`src/exec_pkg.sv`:
```
// Constants and types shared by the execute block
package exec_pkg;
	// ==========================================
	// APB register byte offsets
	localparam logic [7:0] instr_off = 8'h00;
	localparam logic [7:0] operand_off = 8'h04;
	localparam logic [7:0] addr_off = 8'h08;
	localparam logic [7:0] flags_off = 8'h0c;
	localparam logic [7:0] result_off = 8'h10;
	localparam logic [7:0] status_off = 8'h14;
	localparam logic [7:0] creg_base = 8'h20;
	localparam logic [7:0] gpr_base = 8'h40;
	localparam logic [7:0] span_mask = 8'he0;

	// ==========================================
	// Instruction register fields
	localparam int op_lsb = 0;
	localparam int reg_lsb = 8;
	localparam int mem_bit = 11;
	localparam int word_bit = 12;

	// ==========================================
	// Operation bytes and the control register store pattern
	localparam logic [7:0] logical_shift_right_op = 8'h1b;
	localparam logic [7:0] power_down_op = 8'h1a;
	localparam logic [4:0] store_control_reg_op = 5'h13;

	// ==========================================
	// Flag positions in the flags register
	localparam int flag_c = 0;
	localparam int flag_v = 1;
	localparam int flag_z = 2;
	localparam int flag_n = 3;

	// ==========================================
	// Status register bit positions
	localparam int st_busy = 0;
	localparam int st_power_down = 1;
	localparam int st_illegal = 2;
	localparam int st_mem_dest = 3;
	localparam int st_word = 4;

	// ==========================================
	// Reset values
	localparam logic [15:0] reset_word = 16'h0000;
	localparam logic [3:0] reset_flags = 4'h0;
	localparam logic [12:0] reset_instr = 13'h0000;

	// Only control register 0 is word sized; the others are byte wide
	localparam logic [7:0] creg_word_map = 8'h01;

	typedef enum logic [1:0] {
		st_idle,
		st_exec,
		st_sleep,
		st_except
	} exec_state_t;
endpackage : exec_pkg

```
`src/gpr_file.sv`:
```
// Eight 16-bit general registers with one byte-lane write port
`timescale 1ns/1ns
module gpr_file
	import exec_pkg::*;
(
	input wire logic pclk,
	input wire logic presetn,
	input wire logic wr_en,
	input wire logic [2:0] wr_idx,
	input wire logic wr_word,
	input wire logic [15:0] wr_data,
	input wire logic [2:0] rd_a_idx,
	output logic [15:0] rd_a_data,
	input wire logic [2:0] rd_b_idx,
	output logic [15:0] rd_b_data
);
	// ==========================================
	// Storage
	logic [15:0] gpr_r [8];

	// A byte write keeps the upper half of the register intact
	always_ff @(posedge pclk or negedge presetn) begin
		if (!presetn) begin
			for (int i = 0; i < 8; i++) begin
				gpr_r[i] <= reset_word;
			end
		end else if (wr_en) begin
			gpr_r[wr_idx][7:0] <= wr_data[7:0];
			if (wr_word) begin
				gpr_r[wr_idx][15:8] <= wr_data[15:8];
			end
		end
	end

	assign rd_a_data = gpr_r[rd_a_idx];
	assign rd_b_data = gpr_r[rd_b_idx];
endmodule : gpr_file

```
`src/shift_sleep_store_ctrl_exec.sv`:
```
// Execute unit for logical right shift, power-down entry and control register store
// Behaviour
// (RULE1) Shift moves each bit one place right; top result bit becomes zero.
// (RULE2) Carry takes the bit shifted out of the least significant position.
// (RULE3) Shift always clears negative and overflow flags.
// (RULE4) Shift sets zero flag when result is zero, else clears it.
// (RULE5) Shift works on byte or word in register or memory, writes back there.
// (RULE6) Power-down stops fetch and execution, then waits for exception request.
// (RULE7) All CPU state is held unchanged while powered down.
// (RULE8) Exception request ends power-down and starts exception handling at once.
// (RULE9) Power-down leaves all four flags unchanged.
// (RULE10) Control register store copies selected register, size set by that register.
// (RULE11) Control register store leaves all four flags unchanged.
// (RULE12) Shift is operation byte 00011011; power-down is standalone byte 00011010.
`timescale 1ns/1ns
module shift_sleep_store_ctrl_exec
	import exec_pkg::*;
(
	input wire logic pclk,
	input wire logic presetn,
	input wire logic psel,
	input wire logic penable,
	input wire logic pwrite,
	input wire logic [7:0] paddr,
	input wire logic [31:0] pwdata,
	output logic [31:0] prdata,
	output logic pready,
	output logic pslverr,
	input wire logic exc_req,
	output logic exc_start,
	output logic power_down,
	output logic fetch_enable,
	output logic mem_wr,
	output logic mem_word,
	output logic [15:0] mem_addr,
	output logic [15:0] mem_wdata
);
	// ==========================================
	// Decode helpers
	function automatic logic is_shift(input logic [7:0] op);
		return op == logical_shift_right_op;
	endfunction : is_shift

	function automatic logic is_store_cr(input logic [7:0] op);
		return op[7:3] == store_control_reg_op;
	endfunction : is_store_cr

	function automatic logic is_sleep(input logic [7:0] op);
		return op == power_down_op;
	endfunction : is_sleep

	function automatic logic [15:0] size_mask(input logic word);
		return word ? 16'hffff : 16'h00ff;
	endfunction : size_mask

	// ==========================================
	// State
	exec_state_t state_r;
	exec_state_t state_nxt;
	logic [12:0] instr_r;
	logic [15:0] operand_r;
	logic [15:0] addr_r;
	logic [3:0] flags_r;
	logic [15:0] result_r;
	logic illegal_r;
	logic res_mem_r;
	logic res_word_r;
	logic [15:0] creg_r [8];
	logic mem_wr_r;
	logic mem_word_r;
	logic [15:0] mem_addr_r;
	logic [15:0] mem_wdata_r;
	logic exc_start_r;

	// ==========================================
	// Instruction field views
	logic [7:0] op;
	logic [2:0] rn;
	logic dst_mem;
	logic op_word;
	logic [2:0] cr_idx;
	logic cr_word;

	assign op = instr_r[op_lsb +: 8];
	assign rn = instr_r[reg_lsb +: 3];
	assign dst_mem = instr_r[mem_bit];
	assign op_word = instr_r[word_bit];
	assign cr_idx = op[2:0];
	assign cr_word = creg_word_map[cr_idx];

	// ==========================================
	// APB decode
	logic access;
	logic wr_acc;
	logic rd_acc;
	logic hit_gpr;
	logic hit_creg;
	logic hit_fixed;
	logic mapped;
	logic [2:0] win_idx;
	logic gpr_busy;

	assign access = psel && penable;
	assign hit_gpr = (paddr & span_mask) == gpr_base;
	assign hit_creg = (paddr & span_mask) == creg_base;
	assign win_idx = paddr[4:2];
	assign hit_fixed = paddr == instr_off || paddr == operand_off || paddr == addr_off
		|| paddr == flags_off || paddr == result_off || paddr == status_off;
	assign mapped = (hit_gpr || hit_creg || hit_fixed) && paddr[1:0] == 2'b00;

	// ==========================================
	// General register file
	logic ex_gpr_wr;
	logic [15:0] dst_reg_val;
	logic [15:0] apb_gpr_val;
	logic apb_gpr_wr;
	logic gpr_wr_en;
	logic [2:0] gpr_wr_idx;
	logic gpr_wr_word;
	logic [15:0] gpr_wr_data;
	logic [15:0] ex_wdata;

	// An APB write to a general register collides with execute write-back; it waits
	assign gpr_busy = hit_gpr && pwrite && ex_gpr_wr;
	assign pready = !gpr_busy;
	assign wr_acc = access && pready && pwrite && mapped;
	assign rd_acc = access && pready && !pwrite;
	assign pslverr = access && !mapped;

	// Software must not disturb the register file while powered down
	assign apb_gpr_wr = wr_acc && hit_gpr && state_r != st_sleep; // RULE7
	assign gpr_wr_en = ex_gpr_wr || apb_gpr_wr;
	assign gpr_wr_idx = ex_gpr_wr ? rn : win_idx;
	assign gpr_wr_word = ex_gpr_wr ? (is_store_cr(op) ? cr_word : op_word) : 1'b1;
	assign gpr_wr_data = ex_gpr_wr ? ex_wdata : pwdata[15:0];

	gpr_file u_gpr (
		.pclk(pclk),
		.presetn(presetn),
		.wr_en(gpr_wr_en),
		.wr_idx(gpr_wr_idx),
		.wr_word(gpr_wr_word),
		.wr_data(gpr_wr_data),
		.rd_a_idx(rn),
		.rd_a_data(dst_reg_val),
		.rd_b_idx(win_idx),
		.rd_b_data(apb_gpr_val)
	);

	// ==========================================
	// Datapath
	logic [15:0] dst_val;
	logic [15:0] shifted;
	logic shift_c;
	logic shift_z;
	logic [15:0] cr_val;
	logic valid_op;
	logic issue;

	assign dst_val = (dst_mem ? operand_r : dst_reg_val) & size_mask(op_word); // RULE5
	// The vacated top bit of the selected size is filled with zero
	assign shifted = {1'b0, dst_val[15:1]}; // RULE1
	assign shift_c = dst_val[0]; // RULE2
	assign shift_z = shifted == 16'h0000; // RULE4
	assign cr_val = creg_r[cr_idx] & size_mask(cr_word); // RULE10
	assign ex_wdata = is_store_cr(op) ? cr_val : shifted;
	assign valid_op = is_shift(op) || is_store_cr(op) || is_sleep(op); // RULE12
	assign ex_gpr_wr = state_r == st_exec && !dst_mem && (is_shift(op) || is_store_cr(op));
	assign issue = wr_acc && paddr == instr_off && state_r == st_idle;

	// ==========================================
	// Sequencer
	always_comb begin
		state_nxt = state_r;
		case (state_r)
			st_idle: begin
				if (issue) begin
					state_nxt = st_exec;
				end
			end
			st_exec: begin
				if (is_sleep(op)) begin
					state_nxt = st_sleep; // RULE6
				end else begin
					state_nxt = st_idle;
				end
			end
			st_sleep: begin
				if (exc_req) begin
					state_nxt = st_except; // RULE8
				end
			end
			st_except: begin
				state_nxt = st_idle;
			end
			default: begin
				state_nxt = st_idle;
			end
		endcase
	end

	always_ff @(posedge pclk or negedge presetn) begin
		if (!presetn) begin
			state_r <= st_idle;
		end else begin
			state_r <= state_nxt;
		end
	end

	// ==========================================
	// Software-written registers; an instruction write while busy is ignored
	always_ff @(posedge pclk or negedge presetn) begin
		if (!presetn) begin
			instr_r <= reset_instr;
		end else if (issue) begin
			instr_r <= pwdata[12:0];
		end
	end

	// Operand and address are frozen while powered down, like all other state
	always_ff @(posedge pclk or negedge presetn) begin
		if (!presetn) begin
			operand_r <= reset_word;
			addr_r <= reset_word;
		end else if (wr_acc && state_r != st_sleep) begin // RULE7
			if (paddr == operand_off) begin
				operand_r <= pwdata[15:0];
			end
			if (paddr == addr_off) begin
				addr_r <= pwdata[15:0];
			end
		end
	end

	always_ff @(posedge pclk or negedge presetn) begin
		if (!presetn) begin
			for (int i = 0; i < 8; i++) begin
				creg_r[i] <= reset_word;
			end
		end else if (wr_acc && hit_creg && state_r != st_sleep) begin // RULE7
			creg_r[win_idx] <= pwdata[15:0] & size_mask(creg_word_map[win_idx]);
		end
	end

	// ==========================================
	// Flags: of the operations only the shift touches them, so sleep and store leave them alone
	always_ff @(posedge pclk or negedge presetn) begin
		if (!presetn) begin
			flags_r <= reset_flags;
		end else if (state_r == st_exec && is_shift(op)) begin // RULE9 RULE11
			flags_r[flag_n] <= 1'b0; // RULE3
			flags_r[flag_v] <= 1'b0; // RULE3
			flags_r[flag_z] <= shift_z; // RULE4
			flags_r[flag_c] <= shift_c; // RULE2
		end else if (wr_acc && paddr == flags_off && state_r == st_idle) begin
			flags_r <= pwdata[3:0];
		end
	end

	// ==========================================
	// Result capture for status reads
	always_ff @(posedge pclk or negedge presetn) begin
		if (!presetn) begin
			result_r <= reset_word;
			illegal_r <= 1'b0;
			res_mem_r <= 1'b0;
			res_word_r <= 1'b0;
		end else if (state_r == st_exec) begin
			illegal_r <= !valid_op;
			if (is_shift(op) || is_store_cr(op)) begin
				result_r <= ex_wdata;
				res_mem_r <= dst_mem;
				res_word_r <= is_store_cr(op) ? cr_word : op_word;
			end
		end
	end

	// ==========================================
	// Memory write-back goes to the same address the operand came from
	always_ff @(posedge pclk or negedge presetn) begin
		if (!presetn) begin
			mem_wr_r <= 1'b0;
			mem_word_r <= 1'b0;
			mem_addr_r <= reset_word;
			mem_wdata_r <= reset_word;
		end else begin
			mem_wr_r <= state_r == st_exec && dst_mem && (is_shift(op) || is_store_cr(op));
			if (state_r == st_exec && dst_mem) begin
				mem_word_r <= is_store_cr(op) ? cr_word : op_word; // RULE10
				mem_addr_r <= addr_r; // RULE5
				mem_wdata_r <= ex_wdata;
			end
		end
	end

	// ==========================================
	// Exception handling starts in the cycle after the request is seen
	always_ff @(posedge pclk or negedge presetn) begin
		if (!presetn) begin
			exc_start_r <= 1'b0;
		end else begin
			exc_start_r <= state_r == st_sleep && exc_req; // RULE8
		end
	end

	assign exc_start = exc_start_r;
	assign power_down = state_r == st_sleep; // RULE6
	assign fetch_enable = state_r == st_idle; // RULE6
	assign mem_wr = mem_wr_r;
	assign mem_word = mem_word_r;
	assign mem_addr = mem_addr_r;
	assign mem_wdata = mem_wdata_r;

	// ==========================================
	// Read data; unmapped fixed addresses read zero, misaligned register window addresses read the register; all raise pslverr
	always_comb begin
		prdata = 32'h0000_0000;
		if (rd_acc) begin
			if (hit_gpr) begin
				prdata = {16'h0000, apb_gpr_val};
			end else if (hit_creg) begin
				prdata = {16'h0000, creg_r[win_idx]};
			end else begin
				case (paddr)
					instr_off: prdata = {19'h0_0000, instr_r};
					operand_off: prdata = {16'h0000, operand_r};
					addr_off: prdata = {16'h0000, addr_r};
					flags_off: prdata = {28'h000_0000, flags_r};
					result_off: prdata = {16'h0000, result_r};
					status_off: begin
						prdata[st_busy] = state_r != st_idle;
						prdata[st_power_down] = state_r == st_sleep;
						prdata[st_illegal] = illegal_r;
						prdata[st_mem_dest] = res_mem_r;
						prdata[st_word] = res_word_r;
					end
					default: prdata = 32'h0000_0000;
				endcase
			end
		end
	end
endmodule : shift_sleep_store_ctrl_exec

```
`config.mk`:
```
export PLATFORM = sky130hd
export DESIGN_NAME = shift_sleep_store_ctrl_exec
export DESIGN_NICKNAME = d
export VERILOG_FILES = /design/src/exec_pkg.sv /design/src/gpr_file.sv /design/src/shift_sleep_store_ctrl_exec.sv
export SDC_FILE = /design/constraint.sdc
export NUM_CORES = 1
export LEC_CHECK = 0
export BUFFER_PORTS_ARGS = -buffer_cell sky130_fd_sc_hd__buf_2
export CAP_MARGIN = 25
export CORE_UTILIZATION = 35
export DETAILED_ROUTE_END_ITERATION = 16
export HOLD_SLACK_MARGIN = 0.15
export PLACE_DENSITY_LB_ADDON = 0.08
export SLEW_MARGIN = 10
export SYNTH_ARGS = -nofsm -noshare
export SYNTH_HDL_FRONTEND = slang
export SYNTH_SLANG_ARGS = --single-unit
```
`constraint.sdc`:
```
create_clock -name pclk -period 3.4 [get_ports pclk]
set_input_delay 0.34 -clock pclk [delete_from_list [all_inputs] [get_ports pclk]]
set_output_delay 0.34 -clock pclk [all_outputs]
set_load 0.01 [all_outputs]
```
==> impl_metrics.ini, run 1 <==
[power_and_ir_drop]
p_leak_uw = 0.01002
power.density_nw_per_um2 = 429.5
peakVddDrop_v = 0.0003561
switching_share_pct = 23.77
power_frac_comb_pct = 6.1
power.internal_uw = 7291
p_seq_share_pct = 45.5
p_switching_uw = 2274
clock_power_share_pct = 48.4
finalPower_uw = 9564

[clock_tree]
numCtsBuffers = 44
insertion_delay_ns = 0.57
cts_max_level = 2
clk_path_buf_depth = 3
clk_pin_slew_ns = 0.06
cts_setup_buffers = 0
cts.sinks = 361
cts_tree = yes
cts_root_buf = clkbuf_16

[run_status]
status = complete, no violations

[synthesis]
postSynthAreaPerCell_um2 = 12.36
synth_edf_count = 0
syn-instance-count = 1539
ys.flop_type = dfrtp_1
seq_area_frac_synth_pct = 47.51
synth_top_cell_area_share_pct = 47.51
synth_area_leader_cell = dfrtp_1
synth-seq-cells = 361
synthArstFlopShare_pct = 100.0
yosys.cell_count.top_type = dfrtp_1
synth_common_cells = 361 x dfrtp_1, 210 x mux2_2, 117 x mux2i_1
yosys-top-cells-area = dfrtp_1 48%, mux2_2 12%, mux4_2 9.9%, mux2i_1 6.2%, nand2_1 2.1%
synthDistinctLibCells = 73
yosysWarnings = 0
synth_area_um2 = 19020

[drt]
wl_per_cell_um = 26.74
routed_wl_mm = 64.30
drc_errors = 0
vias_per_cell = 5.523
firstDrtPassIters = 5
initialDrtViolationCount = 912
drtAntennaViolNets = 0
via_count = 13280

[timing]
setup_slack_ns = 0.1299
period_share_pct = 96.18
timing.final.hold_violations = 0
rsz0062_at_grt = false
hold_ws_ns = 0.2500
finalMaxSlewViolations = 0
worstMarginPinSlew_ns = 1.007
fin_crit_ns = 3.270
relSlewSlack_pct = 32.84
setup_violations = 0
fmax_mhz = 305.8
final.setup.tns_ns = 0
fin_skew_ns = 0.02231

[global_routing]
grt_max_degree = 101
grt_pass1_wl_mm = 95.47
grt_usage_pct = 23.53
grt_pass1_vias = 13890
antenna_found_initial = 0
grt.overflow.total = 0
grt.met3_usage_pct = 3.412
busiest_layer = met2
use_met1_pct = 33.46
use_met2_pct = 37.36

[critical_path]
crit_path_frequent_cell = buf_2
path_cells = buf_2 -> or4_1 -> nor4b_2 -> buf_12 -> a221oi_1 -> a2111oi_1 -> buf_4 -> buf_2
crit_required_ns = 3.06
crit_path_top_delay_cell = or4_1
crit_cells = 8
critPathKind = in -> out
r2r-start = instr_r[8]$_DFFE_PN0P_
rrSetupSlack_ns = 0.30
cp-start-kind = input pin
crit_arrival_ns = 2.93
path_buf_inv = 4
r2r_end = u_gpr.gpr_r[16]$_DFFE_PN0P_
slowest_delay_ns = 0.72
critPathMaxFanout = 15
rr_worst_depth = 7
critPathCapture = prdata[6]
end_kind = output port
critPathTopFamily = simple AND/OR/NAND/NOR gates
startpoint = paddr[5]

[run]
maxCapViolCount = 0

[placement]
io_buffer_count = 84
hpwl_mm = 45.72
gp_congestion = 0.8783
dpl_cell_area_um2 = 20770
dp_slack_ns = 0.08511

[layout]
stdcell_area_um2 = 22270
final_nets = 1728
diodes = 0
syn_to_final_growth_pct = 17.10
fillerInstances = 5107
multi_input_area_um2 = 9204
drive_above_1_share_pct = 35.23
regArea_um2 = 9037

[hold_path]
hold_class = in -> reg

[floorplanning]
dieArea_um2 = 55270
die_h_um = 235.1
dieWidth_um = 235.1
ioPinCount = 117
start_util_pct = 35.41
rows = 85
core_area_um2 = 53710
final cells by class:
| type | instances | area share (%) |
|---|---|---|
| inverters | 64 | 1.079 |
| clock inverters | 9 | 0.5619 |
| well taps | 696 | 3.911 |
| clock buffers | 64 | 5.647 |
| flip-flops and latches | 361 | 40.59 |
| repair buffers | 210 | 6.883 |
| multi-input cells | 1001 | 41.33 |
power groups by stage:
stage	clock, µW	combinational [µW]	sequential (µW)
after floorplan	0	279	4420
after global placement	0	581	4420
after detailed placement	0	584	4420
after CTS	4760	594	4350
after global routing	4900	631	4350
final	4630	586	4350
worst min path at each step:
stage / slack [ns] / endpoint / cells after the start / start
final: 0.25 / flags_r[1]$_DFFE_PN0P_ / 3 / pwdata[1]
after global routing: 0.26 / flags_r[1]$_DFFE_PN0P_ / 3 / pwdata[1]
after CTS: 0.22 / flags_r[1]$_DFFE_PN0P_ / 3 / pwdata[1]
after detailed placement: 0.47 / creg_r[24]$_DFFE_PN0P_ / 1 / creg_r[24]$_DFFE_PN0P_
after global placement: 0.46 / mem_wdata[8]$_DFFE_PN0P_ / 2 / mem_wdata[8]$_DFFE_PN0P_
after floorplan: 0.04 / asynchronous set/reset pin / 0 / presetn
flip-flops by register name, summed over array words and instances (netlist names), named ones only:
name and cells:
addr_r 16, creg_r 128, exc_start 1, flags_r 4, illegal_r 1, instr_r 13
mem_addr 16, mem_wdata 16, mem_word 1, mem_wr 1, operand_r 16, res_mem_r 1
res_word_r 1, result_r 16, state_r 1, u_gpr.gpr_r 128
cell usage in the layout, fill, tap and decap left out, types with 15 or more instances in the layout:
master	n
a21oi_1	21
a22o_1	17
a31oi_1	16
and2_1	46
buf_2	85
buf_4	101
clkbuf_16	45
conb_1	16
dfrtp_1	360
inv_1	63
mux2_2	210
mux2_4	18
mux2i_1	117
mux4_2	84
nand2_1	104
nor2_1	51
nor2b_1	31
o21ai_0	63
o31ai_1	15
cell families after synthesis:
family	count (synthesis)	share of synthesized area (%)
compound gates	242	9.054
xor+xnor	1	0.04607
buf+inv	192	4.593
flops	361	47.51
mux	433	30.20
other cells	1	0.01972
simple gates	309	8.580
layer usage:
layer,part of all wire [%],up-vias
li1,-,5913
met1,47,6973
met2,46,310
met3,4.5,86
met4,2.4,0
met5,0,-
tightest hold or removal path, delay by kind of cell:
| family | cells | cell delay, ns |
|---|---|---|
| buffers and inverters | 1 | 0.21 |
| AND/OR/NAND/NOR | 1 | 0.06 |
| multiplexers | 1 | 0.17 |
repair_timing:
item / CTS / global route
endpoints found under the hold margin: 117 / 0
hold buffers: 10 / 0
gates resized for setup: 0 / 1
endpoints found under the setup margin: 0 / 1
per-stage QoR:
stage,instances,utilization (%)
after floorplan,1554,-
after global placement,2316,38.62
after detailed placement,2321,38.68
after CTS,2404,41.44
after global routing,2405,41.46
final,2405,41.46
No activity file was read; power rests on OpenSTA's default activity.
==> run 2, diff against run 1 <==
- PLACE_DENSITY_LB_ADDON: 0.08 -> 0.15
- clock period: 3.4 -> 3.7 ns (I/O delays scaled with it)
==> impl_metrics.ini, run 2 (same netlist as run 1, synthesis figures left out) <==
[placement]
gp_congestion = 0.9047
hpwl_mm = 43.92
io_buffer_count = 84

[hold_path]
hold_class = in -> reg

[critical_path]
crit_required_ns = 3.33
critPathCapture = prdata[3]
startpoint = instr_r[3]$_DFFE_PN0P_
crit_arrival_ns = 3.00
r2r-start = instr_r[8]$_DFFE_PN0P_
critPathMaxFanout = 4
r2r_end = u_gpr.gpr_r[6]$_DFFE_PN0P_
critPathKind = reg -> out
rr_worst_depth = 7
end_kind = output port
cp-start-kind = flop
rrSetupSlack_ns = 0.57

[layout]
reg_top3 = creg_r x128, u_gpr.gpr_r x128
fillerInstances = 5019
drive_above_1_share_pct = 34.77
final_cell_mix = 360 x dfrtp_1, 210 x mux2_2, 117 x mux2i_1
syn_to_final_growth_pct = 16.63
final_common_cell = dfrtp_1
final_nets = 1710

[timing]
worstMarginPinSlew_ns = 1.065
hold_ws_ns = 0.1776
finalMaxSlewViolations = 0
fmax_mhz = 296.5
period_share_pct = 91.16
rsz0062_at_grt = false
timing.final.hold_violations = 0
fin_skew_ns = 0.01302
relSlewSlack_pct = 28.83
final.setup.tns_ns = 0
setup_violations = 0
fin_crit_ns = 3.373

[power_and_ir_drop]
p_leak_uw = 0.009970
power.density_nw_per_um2 = 401.2
peakVddDrop_v = 0.0003002

[drt]
routed_wl_mm = 62.75
drc_errors = 0
via_count = 13380
initialDrtViolationCount = 1132
firstDrtPassIters = 7
drtAntennaViolNets = 0
vias_per_cell = 5.596
wl_per_cell_um = 26.24

[floorplanning]
ioPinCount = 117
dieArea_um2 = 55270
die_h_um = 235.1
start_util_pct = 35.41
rows = 85
core_area_um2 = 53710
dieWidth_um = 235.1

[global_routing]
grt_pass1_vias = 13710
grt_usage_pct = 23.12
grt.overflow.total = 0
grt_max_degree = 90
antenna_found_initial = 2
grt_pass1_wl_mm = 94.68

[clock_tree]
cts_tree = yes
numCtsBuffers = 45
cts.sinks = 361
cts_max_level = 2
cts_setup_buffers = 0
insertion_delay_ns = 0.57
post_cts_resized = 0
clk_pin_slew_ns = 0.06
clk_path_buf_depth = 3
cts_root_buf = clkbuf_16

[run]
maxCapViolCount = 0

[run_status]
status = complete, no violations
-- run 2: cell count changes in the layout (fill, tap and decap cells not counted), moves of 2 or more --
| cell | delta |
|---|---|
| buf_4 | -15 |
| dlygate4sd3_1 | -2 |
| clkinvlp_4 | -2 |
| clkbuf_8 | +5 |
| buf_6 | -3 |
-- run 2: power breakdown --
group          leakage, µW  switching, µW  internal (µW)
Clock             0.000714           1720           2650
Sequential         0.00473           19.0           3980
Combinational      0.00453            348            176
-- run 2: layout make-up --
type | instances | area, µm² | share of cell area [%]
diodes | 1 | 2.502 | 0.01128
repair buffers | 191 | 1386 | 6.251
clock buffers | 68 | 1323 | 5.963
multi-input cells | 1001 | 9198 | 41.47
flip-flops and latches | 361 | 9035 | 40.74
clock inverters | 9 | 123.9 | 0.5585
well taps | 696 | 870.8 | 3.926
inverters | 64 | 240.2 | 1.083
-- run 2: stage by stage --
| stage | cells | utilization (%) | instance area, µm² | power [µW] | setup WS, ns |
|---|---|---|---|---|---|
| floorplan | 1554 | - | 19070 | 4315 | 0.8134 |
| global placement | 2299 | 38.38 | 20610 | 4580 | 0.4131 |
| detailed placement | 2303 | 38.43 | 20640 | 4585 | 0.4193 |
| CTS | 2388 | 41.27 | 22160 | 8994 | 0.2475 |
| global route | 2391 | 41.30 | 22180 | 9182 | 0.2803 |
| finish | 2391 | 41.30 | 22180 | 8898 | 0.3271 |
-- run 2: critical path, stage by stage, from the launching register on --
cell,delay [ns]
dfrtp_1,0.45
mux4_2,0.47
nor2_1,0.12
nor3_1,0.06
a2111oi_1,0.91
a311oi_1,0.21
buf_2,0.22
-- run 2: what timing repair did --
item | CTS | global route
hold buffers | 8 | 0
endpoints found under the setup margin | 0 | 0
hold endpoints to repair | 99 | 0
-- run 2: worst min path at each step --
stage | slack [ns] | cells after the start | to | from
finish | 0.18 | 3 | instr_r[9]$_DFFE_PN0P_ | pwdata[9]
global route | 0.19 | 2 | creg_r[121]$_DFFE_PN0P_ | pwdata[9]
CTS | 0.16 | 3 | instr_r[9]$_DFFE_PN0P_ | pwdata[9]
detailed placement | 0.46 | 1 | creg_r[20]$_DFFE_PN0P_ | presetn
global placement | 0.46 | 2 | mem_wdata[3]$_DFFE_PN0P_ | mem_wdata[3]$_DFFE_PN0P_
floorplan | 0.07 | 0 | asynchronous set/reset pin | presetn
-- run 2: metal layers --
| layer | wire (µm) | GRT usage, % |
|---|---|---|
| met5 | 0 | 0 |
| met1 | 29020 | 33.11 |
| met2 | 28540 | 36.11 |
| met4 | 1827 | 7.317 |
| met3 | 3368 | 3.307 |
==> run 3, diff against run 2 <==
- clock period: 3.7 -> 3.35 ns (I/O delays scaled with it)
==> impl_metrics.ini, run 3 (same netlist as run 1, synthesis figures left out) <==
[hold_path]
holdPathStages = 3
hold_start = pwdata[3]
hold_end = flags_r[3]$_DFFE_PN0P_
hold_class = in -> reg

[timing]
fin_skew_ns = 0.02904
hold_ws_ns = 0.2092
worstMarginPinSlew_ns = 1.037
timing.final.hold_violations = 0
fin_crit_ns = 3.150
rsz0062_at_grt = false
fmax_mhz = 317.5
final.setup.tns_ns = 0
relSlewSlack_pct = 30.63
period_share_pct = 94.03
finalMaxSlewViolations = 0
setup_violations = 0

[floorplanning]
ioPinCount = 117
die_h_um = 235.1
start_util_pct = 35.41
dieArea_um2 = 55270
dieWidth_um = 235.1
core_area_um2 = 53710
rows = 85

[global_routing]
use_met2_pct = 35.66
use_met1_pct = 32.48
grt.met3_usage_pct = 3.705
busiest_layer = met2
grt_max_degree = 80
grt_pass1_wl_mm = 94.20
grt_usage_pct = 22.94
grt.overflow.total = 0
grt_pass1_vias = 13870
antenna_found_initial = 2

[layout]
reg_top3 = creg_r x128, u_gpr.gpr_r x128
syn_to_final_growth_pct = 17.13
final_common_cell = dfrtp_1
diodes = 0
final_cell_mix = 360 x dfrtp_1, 210 x mux2_2, 117 x mux2i_1
drive_above_1_share_pct = 35.68
final_nets = 1724

[clock_tree]
clk_path_buf_depth = 3
clk_pin_slew_ns = 0.06
cts_max_level = 2
numCtsBuffers = 43
cts_tree = yes
cts.sinks = 361
insertion_delay_ns = 0.59
cts_root_buf = clkbuf_16

[critical_path]
crit_arrival_ns = 2.81
critPathKind = in -> out
end_kind = output port
critPathMaxFanout = 8
r2r_end = u_gpr.gpr_r[4]$_DFFE_PN0P_
slowest_delay_ns = 0.70
rrSetupSlack_ns = 0.31
cp-start-kind = input pin
path_cells = buf_2 -> or4_1 -> nor4b_1 -> buf_4 -> a221oi_1 -> o21a_1 -> a221oi_1 -> buf_2
r2r-start = instr_r[8]$_DFFE_PN0P_
crit_path_top_delay_cell = or4_1
crit_required_ns = 3.01
rr_worst_depth = 7

[power_and_ir_drop]
clock_power_share_pct = 48.6
power.density_nw_per_um2 = 436.0
peakVddDrop_v = 0.0003160
power.internal_uw = 7365
p_seq_share_pct = 45.4
p_switching_uw = 2345
switching_share_pct = 24.15
p_leak_uw = 0.01004
power_frac_comb_pct = 6.0

[placement]
io_buffer_count = 84
hpwl_mm = 44.11
gp_congestion = 0.8970

[drt]
drtAntennaViolNets = 0
routed_wl_mm = 62.49
initialDrtViolationCount = 1032
wl_per_cell_um = 26.00
firstDrtPassIters = 7
vias_per_cell = 5.553
via_count = 13340
drc_errors = 0

[run]
maxCapViolCount = 0

[run_status]
status = complete, no violations
## run 3: how the worst max path moves through the flow
stage / startpoint / to / slack [ns] / depth (start not counted)
6_report: paddr[5] / prdata[0] / 0.20 / 8
4_1_cts: paddr[5] / prdata[0] / 0.25 / 8
3_5_place_dp: paddr[5] / prdata[0] / 0.25 / 8
3_3_place_gp: paddr[5] / prdata[0] / 0.20 / 8
2_1_floorplan: paddr[2] / prdata[10] / 0.53 / 7
5_1_grt: paddr[2] / prdata[2] / 0.09 / 9
## run 3: layer usage
metal | up-vias | wire, µm | part of all wire (%)
met5 | - | 12 | 0.019
met2 | 371 | 28610 | 46
met4 | 2 | 1908 | 3.1
met1 | 6964 | 28780 | 46
met3 | 98 | 3171 | 5.1
li1 | 5908 | - | -
## run 3: final cells by class
| type | count | area (µm²) |
|---|---|---|
| multi-input cells | 1001 | 9203 |
| flip-flops and latches | 361 | 9035 |
| inverters | 64 | 240.2 |
| clock buffers | 62 | 1309 |
| repair buffers | 207 | 1511 |
| well taps | 696 | 870.8 |
| clock inverters | 12 | 103.9 |
| fillers | 5101 | 31440 |
## run 3: critical path, delay by kind of cell
kind,cells,cell delay (ns)
simple gates,2,1.19
compound gates,3,0.73
buf+inv,3,0.56
## run 3: timing repair
item / CTS / global route
hold buffers: 10 / 0
setup buffers: 0 / 0
gates resized for setup: 1 / 0
endpoints found under the setup margin: 1 / 0
endpoints found under the hold margin: 104 / 0
## run 3: power by group through the flow
stage	logic (µW)	registers [µW]	clock network [µW]
final	578	4410	4720
after global routing	624	4410	5020
after CTS	586	4410	4850
after detailed placement	575	4490	0
after global placement	570	4490	0
after floorplan	283	4480	0
## run 3: per-stage QoR
step	area (µm²)	total power [µW]	instances	utilization (%)	worst slack [ns]
global route	22270	10050	2403	41.47	0.09140
CTS	22270	9850	2403	41.47	0.2521
detailed placement	20750	5064	2319	38.64	0.2454
finish	22270	9710	2403	41.47	0.2001
global placement	20730	5058	2315	38.61	0.2023
floorplan	19070	4766	1554	-	0.5334
